<file path="config.mk">
export PLATFORM = sky130hd
export DESIGN_NAME = drs_sequencer
export DESIGN_NICKNAME = d
export VERILOG_FILES = /design/src/logic/drs_pkg.sv /design/src/logic/drs_sequencer.sv
export SDC_FILE = /design/constraint.sdc
export NUM_CORES = 1
export LEC_CHECK = 0
export BUFFER_PORTS_ARGS = -buffer_cell sky130_fd_sc_hd__buf_2
export CORE_UTILIZATION = 61
export CTS_CLUSTER_SIZE = 12
export DETAILED_ROUTE_END_ITERATION = 10
export MAX_ROUTING_LAYER = met4
export PLACE_DENSITY_LB_ADDON = 0.08
export SETUP_SLACK_MARGIN = 0.4
export SYNTH_ARGS = -nofsm -noshare
export SYNTH_HDL_FRONTEND = slang
export SYNTH_SLANG_ARGS = --single-unit
</file>
<file path="constraint.sdc">
create_clock -name clk_i -period 3.9 [get_ports clk_i]
set_clock_uncertainty 0.05 [all_clocks]
set_input_delay 0.39 -clock clk_i [delete_from_list [all_inputs] [get_ports clk_i]]
set_output_delay 0.39 -clock clk_i [all_outputs]
set_load 0.02 [all_outputs]
</file>
<file path="src/logic/drs_pkg.sv">
/*
  Constants, types and timing counts for the display reset sequencer.
  Assumes a 100 MHz system clock; all times are converted to cycle counts here.
*/
package drs_pkg;
  localparam int CLK_MHZ = 100;
  localparam int REJECT_US = 5;
  localparam int ACCEPT_US = 10;
  localparam int SLEEP_DONE_MS = 5;
  localparam int AWAKE_DONE_MS = 120;
  localparam int LOAD_DONE_MS = 5;
  localparam int REJECT_CYC = REJECT_US * CLK_MHZ;
  localparam int ACCEPT_CYC = ACCEPT_US * CLK_MHZ;
  // Accept threshold sits between the two bounds.
  localparam int FILT_CYC = (REJECT_CYC + ACCEPT_CYC) / 2;
  // Two synchroniser stages and one state step delay the filtered release.
  localparam int SYNC_LAG = 3;
  localparam int RELEASE_LAG = FILT_CYC + SYNC_LAG;
  // Completion counts start at the filtered release, so that lag is taken off.
  localparam int SLEEP_DONE_CYC = SLEEP_DONE_MS * 1000 * CLK_MHZ - RELEASE_LAG;
  localparam int AWAKE_DONE_CYC = AWAKE_DONE_MS * 1000 * CLK_MHZ - RELEASE_LAG;
  localparam int LOAD_DONE_CYC = LOAD_DONE_MS * 1000 * CLK_MHZ - RELEASE_LAG;
  localparam int FILT_W = 10;
  localparam int TIME_W = 24;
  localparam logic [7:0] IDENT_RESET = 8'h00;
  localparam logic [6:0] VOFF_RESET = 7'h00;
  localparam logic [7:0] CFG_DEFAULT = 8'h00;

  typedef enum logic [1:0] {
    DRS_RUN = 2'b00,
    DRS_HELD = 2'b01,
    DRS_BLANK = 2'b11,
    DRS_LOAD = 2'b10
  } drs_state_t;

  typedef struct packed {
    logic [7:0] module_ident_byte;
    logic [6:0] common_voltage_offset;
  } drs_trim_t;
endpackage

</file>
<file path="src/logic/drs_sequencer.sv">
/*
  Hardware reset sequencer: filters the active-low reset pin, blanks the display,
  loads OTP trim and restores defaults. The pin may be asynchronous to clk_i.
*/
`timescale 1ns/10ps
module drs_sequencer #(
  parameter int SLEEP_CYC = drs_pkg::SLEEP_DONE_CYC,
  parameter int AWAKE_CYC = drs_pkg::AWAKE_DONE_CYC,
  parameter int LOAD_CYC = drs_pkg::LOAD_DONE_CYC
) (
  input wire logic clk_i,
  input wire logic rst_i,
  input wire logic ce_i,
  input wire logic hw_reset_in_n_i,
  input wire logic sleeping_i,
  input wire drs_pkg::drs_trim_t otp_trim_i,
  output logic display_blank_o,
  output logic cfg_default_o,
  output logic ready_o,
  output drs_pkg::drs_trim_t trim_o,
  output logic [7:0] cfg_o
);
  logic sync1;
  logic sync2;
  logic [drs_pkg::FILT_W-1:0] low_cnt;
  logic [drs_pkg::FILT_W-1:0] next_low_cnt;
  logic [drs_pkg::FILT_W-1:0] high_cnt;
  logic [drs_pkg::FILT_W-1:0] next_high_cnt;
  logic filt_low;
  logic next_filt_low;
  drs_pkg::drs_state_t state;
  drs_pkg::drs_state_t next_state;
  logic [drs_pkg::TIME_W-1:0] tmr;
  logic [drs_pkg::TIME_W-1:0] next_tmr;
  logic was_awake;
  logic next_was_awake;
  drs_pkg::drs_trim_t trim;
  drs_pkg::drs_trim_t next_trim;
  logic [7:0] cfg;
  logic [7:0] next_cfg;
  logic blank;
  logic next_blank;

  function automatic logic [drs_pkg::FILT_W-1:0] sat_inc(input logic [drs_pkg::FILT_W-1:0] v);
    sat_inc = (v == drs_pkg::FILT_W'(drs_pkg::FILT_CYC)) ? v : v + 1'b1;
  endfunction

  // Two-stage synchroniser on the pin.
  always_ff @(posedge clk_i) begin
    if (rst_i) begin
      sync1 <= 1'b1;
      sync2 <= 1'b1;
    end else if (ce_i) begin
      sync1 <= hw_reset_in_n_i;
      sync2 <= sync1;
    end
  end

  // Low and high times are measured; a level flips only when it lasts the threshold.
  always_comb begin
    next_low_cnt = sync2 ? '0 : sat_inc(low_cnt);
    next_high_cnt = sync2 ? sat_inc(high_cnt) : '0;
    next_filt_low = filt_low;
    if (!filt_low && next_low_cnt == drs_pkg::FILT_W'(drs_pkg::FILT_CYC)) begin
      next_filt_low = 1'b1;
    end
    if (filt_low && next_high_cnt == drs_pkg::FILT_W'(drs_pkg::FILT_CYC)) begin
      next_filt_low = 1'b0;
    end
  end

  always_ff @(posedge clk_i) begin
    if (rst_i) begin
      low_cnt <= '0;
      high_cnt <= '0;
      filt_low <= 1'b0;
    end else if (ce_i) begin
      low_cnt <= next_low_cnt;
      high_cnt <= next_high_cnt;
      filt_low <= next_filt_low;
    end
  end

  always_comb begin
    next_state = state;
    next_tmr = tmr;
    next_was_awake = was_awake;
    next_trim = trim;
    next_cfg = cfg;
    next_blank = blank;
    case (state)
      drs_pkg::DRS_RUN: begin
        if (filt_low) begin
          next_state = drs_pkg::DRS_HELD;
          next_was_awake = !sleeping_i;
          next_blank = 1'b1;
          next_cfg = drs_pkg::CFG_DEFAULT;
        end
      end
      drs_pkg::DRS_HELD: begin
        next_cfg = drs_pkg::CFG_DEFAULT;
        next_tmr = '0;
        if (!filt_low) begin
          next_state = was_awake ? drs_pkg::DRS_BLANK : drs_pkg::DRS_LOAD;
        end
      end
      drs_pkg::DRS_BLANK: begin
        next_tmr = tmr + 1'b1;
        if (tmr == drs_pkg::TIME_W'(LOAD_CYC - 1)) begin
          next_trim = otp_trim_i;
        end
        if (tmr == drs_pkg::TIME_W'(AWAKE_CYC - 1)) begin
          next_state = drs_pkg::DRS_RUN;
        end
      end
      drs_pkg::DRS_LOAD: begin
        next_tmr = tmr + 1'b1;
        if (tmr == drs_pkg::TIME_W'(LOAD_CYC - 1)) begin
          next_trim = otp_trim_i;
        end
        if (tmr == drs_pkg::TIME_W'(SLEEP_CYC - 1)) begin
          next_state = drs_pkg::DRS_RUN;
        end
      end
      default: begin
        next_state = drs_pkg::DRS_RUN;
      end
    endcase
    if (state != drs_pkg::DRS_HELD && state != drs_pkg::DRS_RUN && filt_low) begin
      next_state = drs_pkg::DRS_HELD;
      next_cfg = drs_pkg::CFG_DEFAULT;
    end
  end

  always_ff @(posedge clk_i) begin
    if (rst_i) begin
      state <= drs_pkg::DRS_RUN;
      tmr <= '0;
      was_awake <= 1'b0;
      trim <= '{drs_pkg::IDENT_RESET, drs_pkg::VOFF_RESET};
      cfg <= drs_pkg::CFG_DEFAULT;
      blank <= 1'b1;
    end else if (ce_i) begin
      state <= next_state;
      tmr <= next_tmr;
      was_awake <= next_was_awake;
      trim <= next_trim;
      cfg <= next_cfg;
      blank <= next_blank;
    end
  end

  assign display_blank_o = blank;
  assign cfg_default_o = (state != drs_pkg::DRS_RUN);
  assign ready_o = (state == drs_pkg::DRS_RUN);
  assign trim_o = trim;
  assign cfg_o = cfg;
endmodule

</file>
==> flow_metrics.tcl, run 1 <==
set metrics [dict create \
    startpoint_type "flop" \
    worstHoldStart "sleeping_i" \
    grtUsageMet3 0.0494 \
    ys_seq_area_frac 0.359 \
    use_met2 0.409 \
    antenna_cells 0 \
    path_cells "inv_1 -> ha_1 -> nor4b_1 -> nand3_1 -> nor4_4 -> nand4_4 -> mux2i_1 -> nor2_1" \
    slew_headroom 0.551 \
    final_cell_area_sq_um 3950 \
    multi_input_area_sq_um 2110 \
    clk_latency_ps 350 \
    syn_area_per_cell_sq_um 7.94 \
    worst-setup-path-type "flop to flop" \
    ioPinCount 46 \
    critPathRequiredTime_ps 4080 \
    met1_usage 0.378 \
    drv_cap 0 \
    drive_gt1_frac 0.149 \
    routed-via-count 3357 \
    clockBufferDepth 2 \
    final_cell_mix "65 x nor2_1, 65 x dfxtp_1, 38 x nand2_1, 36 x buf_2, 33 x a21oi_1" \
    grt_pass1_wl_microns 13400 \
    final_cells 554 \
    grt_pass1_vias 2960 \
    holdPathEnd "was_awake" \
    timing.final.hold_violations 0 \
    dpl_cell_area_sq_um 3760 \
    yosys.area.top_type "dfxtp_1" \
    worstPathMaxFanout 15 \
    synth_top_area_frac 0.359 \
    timing.final.ws_setup_ps 1700 \
    seqCellArea_sq_um 1300 \
    setup.worst_path.end_class "flop" \
    synth_area_leaders "dfxtp_1 36%, nor2_1 6.7%, mux2i_1 5.5%, a21oi_1 4.6%, nand2_1 3.9%" \
    cts_buffers 9 \
    antenna_found_initial 0 \
    start_util 0.646 \
    irDropWorstVdd_uv 217 \
    holdBufCountCts 0 \
    cp_slowest_cell "nand4_4" \
    fillers 482 \
    clkTransAtPathRegs_ps 80 \
    synth_cells 456 \
    dr.pass1.iters 5 \
    max_freq_mhz 454 \
    critPathMaxStageDelay_ps 380 \
    period_share 0.565 \
    die_h_microns 79.0 \
    syn_area_sq_um 3620 \
    wl_per_cell_microns 14.6 \
    die_area_sq_um 6250 \
    synth_cell_types 57 \
    grt_overflow_total 0 \
    core_sq_um 5610 \
    arrival_ps 2380 \
    r2r_start "tmr[0]" \
    fin_nets 503 \
    routed_wl_microns 8090 \
    cts_sinks 65 \
    reg2reg_to "trim_o[5]" \
    drt-initial-drc-count 268 \
    htree_num_levels 3 \
    power-per-cell-area_nw_per_um2 323 \
    post_cts_resized 0 \
    routabilityCongestion 0.912 \
    drc 0 \
    cts_tree "yes" \
    root_buffer "clkbuf_8" \
    row_count 27 \
    setup_violations 0 \
    hold_class "input port to flop" \
    p_leak_nw 1.53 \
    rsz0062_at_grt "false" \
    place_ws_ps 1630 \
    status "finished, final reports clean" \
    rr_worst_depth 8 \
    numPortBuffers 36 \
    track_usage 0.283 \
    tightest_slew_ps 665 \
    yosys_warnings 0 \
    grt_max_degree 38 \
    synth_seq_cells 65 \
    cts_setup_buffers 0 \
    top_usage_layer "met2" \
    placedCellCount 538 \
    holdPathStages 2 \
    syn2layout_area_growth_pct 9.05 \
    worst-r2r-setup-slack_ps 1700 \
    viasPerCell 6.06 \
    die_width_microns 79.0 \
    post-dp-hpwl_microns 5440 \
    slew_violations 0 \
    fin_setup_tns_ps 0 \
    drt.antenna.violating_nets 0 \
    min_period_ps 2200 \
]
## through the flow
stage	utilization	power, mW	hold slack (ps)
after floorplan	-	0.734	392
after global placement	0.670	0.745	404
after detailed placement	0.670	0.746	421
after CTS	0.704	1.29	173
after global routing	0.704	1.32	172
final	0.704	1.28	188
## worst max path at each step
stage                     startpoint          to  slack (ps)  cells past startpoint
after floorplan               tmr[0]  trim_o[10]        2070                      9
after global placement          ce_i   trim_o[2]        1730                      8
after detailed placement        ce_i   trim_o[5]        1630                      8
after CTS                     tmr[0]   trim_o[5]        1670                      8
after global routing           sync2    filt_low        1450                      6
final                         tmr[0]   trim_o[5]        1700                      8
## cells in the mapped netlist, drive strengths merged
| library cell | count |
|---|---|
| o21ai | 27 |
| mux2i | 20 |
| nand3b | 2 |
| a31o | 1 |
| dfxtp | 65 |
| and2 | 3 |
| a31oi | 6 |
| nor2b | 2 |
| conb | 2 |
| and4b | 1 |
| a21oi | 33 |
| or4b | 1 |
| nor2 | 68 |
| nand2 | 41 |
| o41ai | 1 |
| or4 | 1 |
| nand4 | 10 |
| o31ai | 2 |
| o2111ai | 1 |
| ha | 6 |
| nor4bb | 2 |
| buf | 19 |
| clkbuf | 18 |
| xnor2 | 4 |
| a211oi | 7 |
| o22a | 1 |
| and3 | 8 |
| xor2 | 4 |
| nand3 | 21 |
| or2 | 3 |
| a22oi | 10 |
| mux2 | 4 |
| nor4 | 5 |
| inv | 12 |
| and4 | 2 |
| nand2b | 5 |
| nor3 | 13 |
| nor4b | 2 |
| a311oi | 8 |
| o211ai | 3 |
| a2111oi | 1 |
| nand4b | 5 |
| a21o | 3 |
| or3 | 3 |
## flip-flops by register name (all words and copies together) (netlist names)
name	cells
filt_low	1
high_cnt	10
low_cnt	10
state	2
sync1	1
sync2	1
tmr	24
trim_o	15
was_awake	1
## layout make-up
type | instances | share of cell area
multi-input combinational | 349 | 0.535
sequential | 65 | 0.330
timing repair buffer | 40 | 0.0532
clock buffer | 11 | 0.0383
tap | 72 | 0.0228
inverter | 12 | 0.0114
clock inverter | 5 | 0.0101
## layer usage
metal	vias to the layer above	part of all wire
li1	1658	-
met1	1543	0.48
met2	136	0.44
met3	20	0.059
met4	0	0.021
met5	-	0
## cell families (layout without fill, tap and decap cells)
kind of cell | after synthesis | after routing | share of synthesized area
AOI/OAI and AO/OA | 104 | 104 | 0.178
xor gates and xnor gates | 8 | 8 | 0.0193
adders and majority gates | 6 | 6 | 0.0207
buffers and inverters | 49 | 68 | 0.0650
DFF | 65 | 65 | 0.359
muxes | 24 | 24 | 0.0677
other | 2 | 9 | 0.00207
and+or+nand+nor | 198 | 198 | 0.288
## power by group
| part | switching [mW] | internal (mW) |
|---|---|---|
| Combinational | 0.0396 | 0.0178 |
| Clock | 0.279 | 0.267 |
| Sequential | 0.00741 | 0.666 |
## worst max-delay path: cells and delay by family (launching register included)
kind                     cells  cell delay, ps
adder cells (fa/ha/maj)      1             170
AND/OR/NAND/NOR              5            1130
multiplexers                 1             300
buffers and inverters        1              70
flip-flops                   1             360
(Power assumes the default switching activity.)
==> run 2, diff against run 1 <==
CORE_UTILIZATION = 52   (was 61)
clock period = 1.9 ns   (was 3.9 ns; I/O delays follow)
==> run 2 against run 1 <==
  * Critical endpoint is now filt_low
  * Final cell count rose by 12%
  * Highest routed layer unchanged
  * Critical path type unchanged
  * Clock power rose to 2.7 times the previous value
  * The run now ends with setup timing left
  * Worst hold slack got worse by 180 ps
  * Largest power group is now the clock network
  * Global-route usage fell by 0.22 points
  * Sequential share of layout area fell by 6.2 points
==> flow_metrics.tcl, run 2 (synthesis gave the netlist of run 1 again) <==
set metrics [dict create \
    power.total_mw 3.00 \
    row_count 30 \
    ioPinCount 46 \
    top_register "tmr" \
    track_usage 0.280 \
    final_common_cell "nor2_1" \
    met1_length_microns 4580 \
    grt_max_degree 25 \
    drc 0 \
    start_util 0.536 \
    clockBufferDepth 2 \
    cp_slowest_cell "dfxtp_4" \
    min_period_ps 2010 \
    highest_layer "met4" \
    root_buffer "clkbuf_8" \
    routabilityCongestion 0.895 \
    max_freq_mhz 498 \
    setup.worst_path.end_class "flop" \
    numPortBuffers 36 \
    rsz0062_at_grt "true" \
    clkTransAtPathRegs_ps 80 \
    grt_overflow_total 0 \
    irDropWorstVdd_uv 433 \
    status "complete, but fails checks" \
    hold_class "input port to flop" \
    wl_met3_microns 667 \
    drt.antenna.violating_nets 0 \
    drive_gt1_frac 0.436 \
    final_cell_mix "57 x nor2_1, 46 x buf_4, 36 x dfxtp_1, 36 x buf_2, 31 x nand2_1" \
    cts_buffers 9 \
    grt_pass1_wl_microns 15800 \
    worst-setup-path-type "flop to flop" \
    critPathRequiredTime_ps 2130 \
    die_h_microns 85.4 \
    viasPerCell 5.95 \
    period_share 1.06 \
    antenna_cells 0 \
    syn2layout_area_growth_pct 40.2 \
    wl_per_cell_microns 16.9 \
    largest_register_ff_count 24 \
    arrival_ps 2240 \
    met2WireLength_microns 5090 \
    core_sq_um 6760 \
    routed-via-count 3707 \
    timing.final.hold_violations 0 \
    slew_violations 0 \
    dr.pass1.iters 5 \
    grt_pass1_vias 3275 \
    post-dp-hpwl_microns 5980 \
    antenna_found_initial 0 \
    startpoint_type "flop" \
    htree_num_levels 3 \
    setup_violations 2 \
    fin_setup_tns_ps -127 \
    power-per-cell-area_nw_per_um2 591 \
    timing.final.ws_setup_ps -107 \
    clk_latency_ps 350 \
    p_leak_nw 2.02 \
    fin_nets 564 \
    die_width_microns 85.4 \
    routed_wl_microns 10500 \
    cts_tree "yes" \
    die_area_sq_um 7300 \
    worstPathMaxFanout 4 \
    drt-initial-drc-count 209 \
    violations "setup timing" \
    cts_sinks 65 \
    critPathMaxStageDelay_ps 380 \
    path_cells "inv_2 -> ha_2 -> nand4_1 -> or2_1 -> and4b_1 -> nor4_1 -> o2111ai_1 -> a21oi_1" \
    drv_cap 0 \
]
[run 2: cell types whose count changed in the layout (fill, tap and decap cells not counted), moves of 7 or more]
cell     before  now
dfxtp_2       0   20
dfxtp_1      65   36
nand2_1      38   31
nor2_1       65   57
dfxtp_4       0    9
buf_6         0   16
buf_4         4   46
nand3_1      21   13
[run 2: metal layers]
metal / track usage / up-vias
met3: 0.0496 / 20
li1: - / 1777
met2: 0.452 / 156
met1: 0.357 / 1754
met4: 0.0894 / 0
met5: - / -
[run 2: what timing repair did]
item,CTS,global route
buffers inserted,27,8
pin swaps,36,29
resized for setup,55,69
setup endpoints to repair,41,60
cloned,1,0
hold buffers,1,0
endpoints found under the hold margin,1,0
[run 2: final cells by class]
class | instances | area (sq um)
Timing Repair Buffer | 101 | 761
Inverter | 12 | 47.5
Clock buffer | 9 | 124
Fill cell | 479 | 1680
Tap cell | 80 | 100
Sequential cell | 65 | 1360
Clock inverter | 7 | 119
Multi-Input combinational cell | 349 | 2560
[run 2: final timing paths]
kind	slack, ps	depth (start not counted)	from	end
max	-110	8	low_cnt[0]	filt_low
max reg2reg	-110	8	low_cnt[0]	filt_low
min	10	3	hw_reset_in_n_i	sync1
min reg2reg	430	2	sync1	sync1
[run 2: where the power goes]
part           switching (mW)  leakage, nW  internal, mW
registers              0.0103        0.542          1.36
clock network           0.582        0.115         0.871
logic                   0.111         1.36        0.0679
total                   0.703         2.02          2.30
[run 2: through the flow]
step,instances,cell area (sq um),hold slack (ps),utilization,setup slack (ps)
3_5_place_dp,570,4080,327,0.603,6.57
4_1_cts,615,4760,0.815,0.704,37.5
5_1_grt,623,5070,10.1,0.751,-156
6_report,623,5070,12.0,0.751,-107
2_1_floorplan,463,3780,236,-,119
3_3_place_gp,570,4080,321,0.603,52.1
[run 2: worst max-delay path: cells and delay by family, from the launching register on]
| family | cells | cell delay (ps) |
|---|---|---|
| flops | 1 | 380 |
| buf+inv | 1 | 60 |
| fa+ha+maj | 1 | 150 |
| compound gates | 2 | 370 |
| simple gates | 4 | 930 |
